File: config.mk
export PLATFORM = sky130hd
export DESIGN_NAME = rls_regs
export DESIGN_NICKNAME = d
export VERILOG_FILES = /design/src/rtl/rls_pkg.sv /design/src/rtl/rls_regs.sv /design/src/rtl/rls_volt_decode.sv
export SDC_FILE = /design/constraint.sdc
export NUM_CORES = 1
export LEC_CHECK = 0
export ABC_AREA = 1
export BUFFER_PORTS_ARGS = -buffer_cell sky130_fd_sc_hd__buf_2
export CAP_MARGIN = 10
export CORE_MARGIN = 8
export CORE_UTILIZATION = 24
export DETAILED_ROUTE_END_ITERATION = 7
export PLACE_DENSITY_LB_ADDON = 0.3
export SLEW_MARGIN = 20
export SYNTH_ARGS = -nofsm -noshare
export SYNTH_HDL_FRONTEND = slang
export SYNTH_SLANG_ARGS = --single-unit
File: constraint.sdc
create_clock -name clk_i -period 6.4 [get_ports clk_i]
set_clock_uncertainty 0.05 [all_clocks]
set_input_delay 0.32 -clock clk_i [delete_from_list [all_inputs] [get_ports clk_i]]
set_output_delay 0.32 -clock clk_i [all_outputs]
set_load 0.01 [all_outputs]
File: src/rtl/rls_pkg.sv
// constants for the regulator low-power and sequencing register bank
// assumes a 50 MHz clock and a classic wishbone slave with 32-bit data
package rls_pkg;

   // register indices; the byte address is four times the index
   localparam logic [7:0] RLS_IDX_A_LOW_POWER = 8'hD0;
   localparam logic [7:0] RLS_IDX_B_CONTROL = 8'hD1;
   localparam logic [7:0] RLS_IDX_B_TIMEOUTS = 8'hD2;
   localparam logic [7:0] RLS_IDX_IRQ_STATUS = 8'hE0;
   localparam logic [7:0] RLS_IDX_IRQ_MASK = 8'hE1;
   localparam logic [7:0] RLS_IDX_HIB_CTRL = 8'hE2;
   localparam logic [7:0] RLS_IDX_STATE = 8'hE3;
   localparam int RLS_ADR_W = 12;

   // field positions
   localparam int RLS_A_BEHAV_LSB = 12;
   localparam int RLS_A_SOURCE_LSB = 8;
   localparam int RLS_A_VOLT_LSB = 0;
   localparam int RLS_B_SWITCH_BIT = 14;
   localparam int RLS_B_FLOAT_BIT = 10;
   localparam int RLS_B_VSEL_LSB = 0;
   localparam int RLS_B_ACTION_LSB = 14;
   localparam int RLS_B_START_LSB = 10;
   localparam int RLS_B_SHUT_LSB = 6;
   localparam int RLS_IRQ_FAULT_BIT = 0;
   localparam int RLS_IRQ_SLEEP_BIT = 1;
   localparam int RLS_IRQ_W = 2;

   // writable bits of each register
   localparam logic [15:0] RLS_A_LOW_POWER_WMASK = 16'h331F;
   localparam logic [15:0] RLS_B_CONTROL_WMASK = 16'h441F;
   localparam logic [15:0] RLS_B_TIMEOUTS_WMASK = 16'hFFC0;

   // encodings
   localparam logic [1:0] RLS_BEHAV_IMAGE = 2'h0;
   localparam logic [1:0] RLS_BEHAV_OFF = 2'h1;
   localparam logic [1:0] RLS_SRC_REG_BIT = 2'h0;
   localparam logic [1:0] RLS_SRC_LINE_ONE = 2'h1;
   localparam logic [1:0] RLS_SRC_LINE_TWO = 2'h2;
   localparam logic [1:0] RLS_SRC_LINE_THREE = 2'h3;
   localparam logic [1:0] RLS_ACT_IGNORE = 2'h0;
   localparam logic [1:0] RLS_ACT_REG_OFF = 2'h1;
   localparam logic [3:0] RLS_SLOT_NEVER = 4'h0;
   localparam logic [3:0] RLS_SLOT_AT_EDGE = 4'hF;

   // voltage code steps in millivolts
   localparam logic [11:0] RLS_LOW_BASE_MV = 12'h384;
   localparam logic [11:0] RLS_LOW_STEP_MV = 12'h032;
   localparam logic [11:0] RLS_HIGH_BASE_MV = 12'h708;
   localparam logic [11:0] RLS_HIGH_STEP_MV = 12'h064;

   typedef enum logic {RLS_B_IS_OFF, RLS_B_IS_ON} rls_b_state_e;

endpackage

File: src/rtl/rls_regs.sv
// register bank for regulator a hibernate and regulator b mode/sequencing
// assumes a classic wishbone master, a power state machine that pulses
// slot ticks and state entries, and mask-programmed defaults on ports
//
// Chosen here: the Wishbone slave port.
`timescale 1ns/100ps
`default_nettype none
module rls_regs
   import rls_pkg::*;
(
   // clock and reset
   input wire logic clk_i,
   input wire logic rst_i,
   // wishbone slave
   input wire logic cyc_i,
   input wire logic stb_i,
   input wire logic we_i,
   input wire logic [RLS_ADR_W-1:0] adr_i,
   input wire logic [3:0] sel_i,
   input wire logic [31:0] dat_i,
   output logic [31:0] dat_o,
   output logic ack_o,
   // mask-programmed defaults and state machine reload
   input wire logic sm_reload_i,
   input wire logic [15:0] mask_a_low_power_i,
   input wire logic [15:0] mask_b_control_i,
   input wire logic [15:0] mask_b_timeouts_i,
   // hibernate sources and regulator a normal settings
   input wire logic low_power_line_one_i,
   input wire logic low_power_line_two_i,
   input wire logic low_power_line_three_i,
   input wire logic reg_a_normal_en_i,
   input wire logic [4:0] reg_a_normal_code_i,
   // power sequencer events
   input wire logic startup_tick_i,
   input wire logic shutdown_tick_i,
   input wire logic [3:0] slot_num_i,
   input wire logic active_entry_i,
   input wire logic off_entry_i,
   input wire logic reg_b_fault_i,
   input wire logic [2:0] others_en_i,
   // regulator controls
   output logic reg_a_en_o,
   output logic [11:0] reg_a_out_mv_o,
   output logic reg_a_in_sleep_o,
   output logic reg_b_en_o,
   output logic reg_b_switch_o,
   output logic [11:0] reg_b_out_mv_o,
   output logic reg_b_discharge_o,
   output logic all_discharge_o,
   output logic system_shutdown_o,
   output logic irq_o
);
   logic [15:0] ldo_a_low_power;
   logic [15:0] ldo_b_control;
   logic [15:0] ldo_b_timeouts;
   logic [RLS_IRQ_W-1:0] irq_status;
   logic [RLS_IRQ_W-1:0] irq_mask;
   logic hib_bit;
   rls_b_state_e b_state;
   rls_b_state_e next_b_state;

   // field views
   wire [1:0] reg_a_sleep_behaviour = ldo_a_low_power[RLS_A_BEHAV_LSB +: 2];
   wire [1:0] reg_a_sleep_source = ldo_a_low_power[RLS_A_SOURCE_LSB +: 2];
   wire [4:0] reg_a_sleep_voltage = ldo_a_low_power[RLS_A_VOLT_LSB +: 5];
   wire reg_b_switch_mode = ldo_b_control[RLS_B_SWITCH_BIT];
   wire reg_b_float_output = ldo_b_control[RLS_B_FLOAT_BIT];
   wire [4:0] reg_b_voltage_select = ldo_b_control[RLS_B_VSEL_LSB +: 5];
   wire [1:0] reg_b_fault_action = ldo_b_timeouts[RLS_B_ACTION_LSB +: 2];
   wire [3:0] reg_b_startup_slot = ldo_b_timeouts[RLS_B_START_LSB +: 4];
   wire [3:0] reg_b_shutdown_slot = ldo_b_timeouts[RLS_B_SHUT_LSB +: 4];

   // bus decode
   wire bus_req = cyc_i & stb_i & ~ack_o;
   wire [9:0] idx = adr_i[RLS_ADR_W-1:2];
   wire hit_a = idx == {2'h0, RLS_IDX_A_LOW_POWER};
   wire hit_bc = idx == {2'h0, RLS_IDX_B_CONTROL};
   wire hit_bt = idx == {2'h0, RLS_IDX_B_TIMEOUTS};
   wire hit_st = idx == {2'h0, RLS_IDX_IRQ_STATUS};
   wire hit_mk = idx == {2'h0, RLS_IDX_IRQ_MASK};
   wire hit_hb = idx == {2'h0, RLS_IDX_HIB_CTRL};
   wire hit_sr = idx == {2'h0, RLS_IDX_STATE};
   // writes land at the edge where the master samples ack
   wire wr = cyc_i & stb_i & we_i & ack_o;
   wire [15:0] lane_en = {{8{sel_i[1]}}, {8{sel_i[0]}}};
   wire [15:0] wdat = dat_i[15:0];

   // merge of a write into a 16-bit register through its writable bits
   function automatic logic [15:0] merge(input logic [15:0] old, input logic [15:0] wmask,
                                         input logic [15:0] data, input logic [15:0] lanes);
      logic [15:0] take;
      take = wmask & lanes;
      merge = (old & ~take) | (data & take);
   endfunction

   wire [15:0] next_a_low_power = merge(ldo_a_low_power, RLS_A_LOW_POWER_WMASK, wdat, lane_en);
   wire [15:0] next_b_control = merge(ldo_b_control, RLS_B_CONTROL_WMASK, wdat, lane_en);
   wire [15:0] next_b_timeouts = merge(ldo_b_timeouts, RLS_B_TIMEOUTS_WMASK, wdat, lane_en);

   // read mux; unmapped indices read zero
   wire [15:0] rd_state = {10'h000, all_discharge_o, reg_b_discharge_o, reg_b_switch_o,
                           reg_b_en_o, reg_a_in_sleep_o, reg_a_en_o};
   wire [15:0] rd_mux = hit_a ? ldo_a_low_power :
                        hit_bc ? ldo_b_control :
                        hit_bt ? ldo_b_timeouts :
                        hit_st ? {14'h0000, irq_status} :
                        hit_mk ? {14'h0000, irq_mask} :
                        hit_hb ? {15'h0000, hib_bit} :
                        hit_sr ? rd_state : 16'h0000;

   // configuration fields: bus writes and state machine reload
   always_ff @(posedge clk_i) begin
      if (rst_i || sm_reload_i) begin
         ldo_a_low_power <= mask_a_low_power_i & RLS_A_LOW_POWER_WMASK;
         ldo_b_control <= mask_b_control_i & RLS_B_CONTROL_WMASK;
         ldo_b_timeouts <= mask_b_timeouts_i & RLS_B_TIMEOUTS_WMASK;
      end else if (wr) begin
         if (hit_a) ldo_a_low_power <= next_a_low_power;
         if (hit_bc) ldo_b_control <= next_b_control;
         if (hit_bt) ldo_b_timeouts <= next_b_timeouts;
      end
   end

   always_ff @(posedge clk_i) begin
      if (rst_i) begin
         irq_mask <= '0;
         hib_bit <= 1'b0;
      end else if (wr && sel_i[0]) begin
         if (hit_mk) irq_mask <= wdat[RLS_IRQ_W-1:0];
         if (hit_hb) hib_bit <= wdat[0];
      end
   end

   // bus answer: one cycle after the request is seen
   always_ff @(posedge clk_i) begin
      if (rst_i) begin
         ack_o <= 1'b0;
         dat_o <= 32'h0000_0000;
      end else begin
         ack_o <= bus_req;
         dat_o <= bus_req && !we_i ? {16'h0000, rd_mux} : 32'h0000_0000;
      end
   end

   // regulator a hibernate
   wire sleep_sel = reg_a_sleep_source == RLS_SRC_REG_BIT ? hib_bit :
                    reg_a_sleep_source == RLS_SRC_LINE_ONE ? low_power_line_one_i :
                    reg_a_sleep_source == RLS_SRC_LINE_TWO ? low_power_line_two_i :
                    low_power_line_three_i;
   wire sleep_image = sleep_sel && reg_a_sleep_behaviour == RLS_BEHAV_IMAGE;
   wire sleep_off = sleep_sel && reg_a_sleep_behaviour == RLS_BEHAV_OFF;
   wire [4:0] a_code = sleep_image ? reg_a_sleep_voltage : reg_a_normal_code_i;
   wire [11:0] a_mv;
   wire [11:0] b_mv;

   rls_volt_decode u_dec_a (
      .code_i(a_code),
      .mv_o(a_mv)
   );

   rls_volt_decode u_dec_b (
      .code_i(reg_b_voltage_select),
      .mv_o(b_mv)
   );

   always_ff @(posedge clk_i) begin
      if (rst_i) begin
         reg_a_en_o <= 1'b0;
         reg_a_out_mv_o <= 12'h000;
         reg_a_in_sleep_o <= 1'b0;
      end else begin
         reg_a_en_o <= reg_a_normal_en_i & ~sleep_off;
         reg_a_out_mv_o <= a_mv;
         reg_a_in_sleep_o <= sleep_sel;
      end
   end

   // regulator b sequencing
   wire slot_mid_start = reg_b_startup_slot != RLS_SLOT_NEVER &&
                         reg_b_startup_slot != RLS_SLOT_AT_EDGE;
   wire slot_mid_shut = reg_b_shutdown_slot != RLS_SLOT_NEVER &&
                        reg_b_shutdown_slot != RLS_SLOT_AT_EDGE;
   wire start_now = (startup_tick_i && slot_mid_start && slot_num_i == reg_b_startup_slot) ||
                    (active_entry_i && reg_b_startup_slot == RLS_SLOT_AT_EDGE);
   wire shut_now = (shutdown_tick_i && slot_mid_shut && slot_num_i == reg_b_shutdown_slot) ||
                   (off_entry_i && !slot_mid_shut);
   wire fault_stop = reg_b_fault_i && reg_b_fault_action == RLS_ACT_REG_OFF;
   wire fault_system = reg_b_fault_i && reg_b_fault_action[1];

   // stopping wins over starting in the same cycle
   always_comb begin
      next_b_state = b_state;
      unique case (b_state)
         RLS_B_IS_OFF: begin
            if (start_now && !shut_now && !reg_b_fault_i) next_b_state = RLS_B_IS_ON;
         end
         RLS_B_IS_ON: begin
            if (shut_now || fault_stop || fault_system) next_b_state = RLS_B_IS_OFF;
         end
      endcase
   end

   wire b_on_next = next_b_state == RLS_B_IS_ON;
   wire all_off_next = !b_on_next && others_en_i == 3'h0;

   always_ff @(posedge clk_i) begin
      if (rst_i) begin
         b_state <= RLS_B_IS_OFF;
         reg_b_en_o <= 1'b0;
         reg_b_switch_o <= 1'b0;
         reg_b_out_mv_o <= 12'h000;
         reg_b_discharge_o <= 1'b0;
         all_discharge_o <= 1'b0;
         system_shutdown_o <= 1'b0;
      end else begin
         b_state <= next_b_state;
         reg_b_en_o <= b_on_next;
         reg_b_switch_o <= reg_b_switch_mode;
         reg_b_out_mv_o <= reg_b_switch_mode ? 12'h000 : b_mv;
         reg_b_discharge_o <= !b_on_next && (!reg_b_float_output || all_off_next);
         all_discharge_o <= all_off_next;
         system_shutdown_o <= fault_system;
      end
   end

   // sticky interrupt status; a new event wins over a clear
   wire [RLS_IRQ_W-1:0] irq_set;
   wire [RLS_IRQ_W-1:0] irq_clr = wr && hit_st && sel_i[0] ? wdat[RLS_IRQ_W-1:0] : '0;
   assign irq_set[RLS_IRQ_FAULT_BIT] = reg_b_fault_i;
   assign irq_set[RLS_IRQ_SLEEP_BIT] = sleep_sel && !reg_a_in_sleep_o;

   genvar gi;
   generate
      for (gi = 0; gi < RLS_IRQ_W; gi = gi + 1) begin : g_irq
         always_ff @(posedge clk_i) begin
            if (rst_i) begin
               irq_status[gi] <= 1'b0;
            end else begin
               irq_status[gi] <= irq_set[gi] | (irq_status[gi] & ~irq_clr[gi]);
            end
         end
      end
   endgenerate

   always_ff @(posedge clk_i) begin
      if (rst_i) begin
         irq_o <= 1'b0;
      end else begin
         irq_o <= |(irq_status & irq_mask);
      end
   end

   // expected millivolts for a code, for checking the decoder path
   function automatic logic [11:0] exp_mv(input logic [4:0] c);
      exp_mv = c[4] ? 12'(1800 + 100 * c[3:0]) : 12'(900 + 50 * c[3:0]);
   endfunction
endmodule
`default_nettype wire

File: src/rtl/rls_volt_decode.sv
// five-bit regulator voltage code to millivolts
// assumes nothing; pure combinational
`timescale 1ns/100ps
`default_nettype none
module rls_volt_decode
   import rls_pkg::*;
(
   // code in, millivolts out
   input wire logic [4:0] code_i,
   output logic [11:0] mv_o
);
   wire [11:0] step_count = {8'h00, code_i[3:0]};
   wire [23:0] low_prod = step_count * RLS_LOW_STEP_MV;
   wire [23:0] high_prod = step_count * RLS_HIGH_STEP_MV;
   // upper half of the code uses the coarse step from 1.8 V
   assign mv_o = code_i[4] ? RLS_HIGH_BASE_MV + high_prod[11:0]
                           : RLS_LOW_BASE_MV + low_prod[11:0];
endmodule
`default_nettype wire

Word-level counts from Yosys, hierarchy flattened
Index checks and enable logic that the tools add are counted.
- bits in registers: 118
- input port bits: 123
- output and inout port bits: 65
- word-level logic and storage cells: 155
- add/subtract/negate cells: 4
- $mul: 4
- equality and inequality tests: 16
- muxes and demuxes: 26
- bitwise operators: 28
- reductions and logical operators: 54
- operator list (operator ; count):
    16-bit two-way mux ; 6
    10-bit by 8-bit == test with 1-bit output (second input constant) ; 7
    16-bit bitwise AND ; 4
    16-bit bitwise OR ; 3
    15-bit two-way mux ; 3
    14-bit two-way mux ; 3
    4-bit by 5-bit multiplier with 9-bit output (second input constant) ; 4
    10-bit by 12-bit adder with 12-bit output (first input constant) ; 2
    11-bit by 12-bit adder with 12-bit output (first input constant) ; 2
    12-bit two-way mux ; 2
    6-bit two-way mux ; 4
    1-bit logical AND ; 21
    16-bit by 14-bit bitwise AND with 16-bit output ; 1
    16-bit by 15-bit bitwise AND with 16-bit output ; 1
    14-bit NOT with 16-bit output ; 1
    15-bit NOT with 16-bit output ; 1
    16-bit NOT ; 1
    2-bit AND reduction ; 8
    4-bit == test ; 2
    4-bit inequality test (second input constant) ; 2
    2-bit nonzero test ; 4
    4-bit nonzero test ; 2
    1-bit bitwise AND ; 7
    1-bit logical NOT ; 7
    other kinds (14) ; 34

Depth between registers and ports, before layout
- depth in word-level cells: 14
- depth in mapped cells: 20
- mapped depth without buffers: 20

Cells and area by module
From an unflattened synthesis, not the netlist that was laid out.
- cells, all modules: 606
- area total of the unflattened synthesis: 4561.9 µm²
- modules (own cells, without submodules) (module ; times used ; cells an instance ; area an instance (µm²) ; seq. area each (µm²)):
    rls_regs ; 1 ; 434 ; 3593.4 ; 1861.8
    rls_volt_decode ; 2 ; 86 ; 484.2 ; 0.0

Worst setup path after synthesis
OpenSTA, ideal clock, no wires.
- path type: register -> register
- from: reg with a tool-made name
- to: reg reg_a_out_mv_o[10]
- library setup time: 0.112 ns
- arrival time: 2.595 ns
- data required time: 6.238 ns
- path slack: 3.643 ns
- stages on the path, launching flop included: 16
- path buffers: 0
- clock period less this slack: 2.757 ns
- cells stage by stage: edfxtp_1 inv_2 nand2_1 nand3_4 nand3_4 o21ai_1 inv_1 ha_1 fa_1 nand2_1 nor3_1 nand3_1 nand2_1 nand2_1 nand3_1 nand2_1
- RTL lines (element ; RTL line ; source):
    end signal, assigned ; rls_regs.sv:174 ; reg_a_out_mv_o <= a_mv;
    end, declared ; rls_regs.sv:44 ; output logic [11:0] reg_a_out_mv_o,

==> results.md <==
* Status: finished, final reports clean
* Multi-input logic area at 0.002019 sq mm
* Reg area at 0.001822 sq mm
* CTS Sinks at 78
* Die Height at 149.9 um
* Worst VDD drop at 0.0001203 V
* Max Slew Vio Count at 0
* Worst setup EP type: flip-flop
* Pleak at 2.673 nW
* Clock latency on the worst-skew pair at 0.34 ns
* Placer Congestion at 0.8102
* RSZ-0062 raised after global routing: false
* Ports at 188
* Count of hold buffers inserted by post-cts repair at 0
* DRT iter0 DRCs at 220
* Crit Path Class: flip-flop to flip-flop
* Final Setup Violations at 0
* Vias in the first global route at 3631
* Reg clk slew, reported paths at 0.06 ns
* Most frequent cells in the layout: buf_2 (126), inv_1 (87), nand2_1 (64)
* Cell Area, Placed at 0.005116 sq mm
* Reg2reg end: reg_a_out_mv_o[9]
* Clock root buffer: clkbuf_16
* Critical Path RT at 6.59 ns
* Gate power share at 23.8%
* Vias at 3722
* Power per Cell Area at 285.3 mW/mm^2
* Ys Warns at 0
* Total track usage at 11.21%
* Reg2Reg Depth at 15
* Die area at 0.02248 sq mm
* Worst slew margin at 43.35%
* Max Fclk at 329.1 MHz
* Routed Antenna Nets at 0
* Core ar. at 0.01778 sq mm
* Total congestion overflow at 0
* Area grow syn2layout at 26.88%
* Startpoint types: flip-flop
* Starting density of the core at 24.22%
* Clock Path Buffers at 2
* # fillers at 1934
* Ys flop type: dfxtp_1
* Async set or reset register ratio after synthesis at 0%
* Post-Syn Area per Cell at 8.264 sq um
* Routed WL per cell at 14.42 um
* Final hold vios at 0
* Commonest non-fill, non-tap cell in the layout: buf_2
* R2R Setup Slk at 3.36 ns
* Cells after Synth at 521
* H-tree Lvls at 3
* Synth unique cells at 45
* Sum Neg Setup Slack at 0 ns
* Worst hold path type: primary input to flip-flop
* Largest net degree at the start of global routing at 40
* Total CTS buffers at 9
* Die Wd at 149.9 um
* Synth Register Bits at 78
* Critical path arrival at 3.23 ns
* # port buffers at 126
* Maxcap violations at 0
* Hold Slack at 0.1472 ns
* Drt total wl at 12.73 mm
* Max FO, Critical Path at 10
* Fraction of layout cells with a size suffix above 1 at 25.57%
* Post-synth EDFFs at 26
* CP endpoint: reg_a_out_mv_o[9]
* Int Pwr at 1.094 mW
* Sw frac at 29.80%
* Final Critical Period at 3.039 ns
* Share of power burned in registers at 38.5%
* CTS tree: done
* Initial antenna violation count at 1
* Sequential-to-total area share from yosys stat at 42.31%
* Nets at 790
* Worst-margin pin slew at 0.8497 ns
* Cell Area, Synth at 0.004305 sq mm
* First-pass GRT wire length at 19.02 mm
* Period utilization at 47.48%
* Postcts setup bufs at 0
* Clock power share at 37.8%
* Switching power of the nets at 464.4 uW
* Rows at 49
* Vias/cell at 4.215
* HPWL Detailed at 10.57 mm
* Resize count post-CTS at 0
* Final instance area at 0.005463 sq mm
* Drt drc at 0
* Pre-antenna DRT Iters at 4
## power by group through the flow
stage / Combinational [mW] / Sequential, mW / Clock, mW
2_1_floorplan: 0.252 / 0.618 / 0
3_3_place_gp: 0.373 / 0.610 / 0
3_5_place_dp: 0.374 / 0.611 / 0
4_1_cts: 0.376 / 0.600 / 0.607
5_1_grt: 0.422 / 0.606 / 0.625
6_report: 0.371 / 0.599 / 0.589
## worst min path at each step
| stage | from | endpoint | slack, ns | depth (start not counted) |
|---|---|---|---|---|
| after floorplan | rst_i | ack_o | 0.36 | 1 |
| after global placement | ack_o | ack_o | 0.41 | 1 |
| after detailed placement | all_discharge_o | dat_o[5] | 0.40 | 2 |
| after CTS | reg_a_normal_en_i | reg_a_en_o | 0.13 | 3 |
| after global routing | reg_a_normal_en_i | reg_a_en_o | 0.14 | 3 |
| final | reg_a_normal_en_i | reg_a_en_o | 0.15 | 3 |
## synthesized netlist by cell type (all sizes together) (3+ instances only)
cell type	count	area [sq um]
a211oi	3	22.52
a31oi	3	18.77
nor3	14	70.07
o211ai	6	45.04
edfxtp	26	780.8
nand2	73	316.6
a21oi	12	60.06
ha	17	212.7
nor2	39	196.4
clkbuf	8	30.03
nand4	11	68.82
nand3	25	167.7
dfxtp	52	1041
xor2	15	131.4
xnor2	4	35.03
o22ai	15	93.84
inv	91	346.6
buf	20	147.6
o31ai	5	37.54
o21ai	67	346.6
## worst max-delay path, stage by stage, from the launching register on
cell and delay (ns):
edfxtp_1 0.43, inv_2 0.10, nand2_1 0.08, nand3_4 0.12, nand3_4 0.14, o21ai_1 0.25
inv_1 0.13, ha_1 0.35, fa_1 0.61, nand2_1 0.11, nor3_1 0.17, nand3_1 0.12
nand2_1 0.07, nand2_1 0.06, nand3_1 0.07, nand2_1 0.05
## stage by stage
stage	setup slack, ns	power [mW]	cells	util, %
detailed placement	3.348	0.9855	866	28.78
global placement	3.317	0.9830	866	28.78
floorplan	3.643	0.8704	538	-
finish	3.361	1.559	883	30.72
global route	2.999	1.652	883	30.72
CTS	3.334	1.582	882	30.71
## area by class of cell
cell class,count,area share (%)
flip-flops and latches,78,33.35
repair buffers,127,11.68
inverters,92,6.413
multi-input cells,340,36.97
clock buffers,9,4.123
well taps,229,5.245
clock inverters,7,2.176
diodes,1,0.04581
## routing by layer
metal / share of wire [%] / track usage, % / vias to the layer above
li1: - / - / 1966
met1: 44 / 13.50 / 1643
met2: 48 / 18.20 / 98
met3: 5.8 / 2.782 / 15
met4: 2.1 / 5.797 / 0
met5: 0 / 0 / -
## logic make-up after synthesis
logic type                 share of synthesized area, %
buffers and inverters                             12.26
AOI/OAI and AO/OA                                 15.90
xor gates and xnor gates                          3.865
other                                           0.08710
and+or+nand+nor                                   19.70
DFF                                               42.31
adders and majority gates                         5.870
Power figures use the tool's default switching activity.
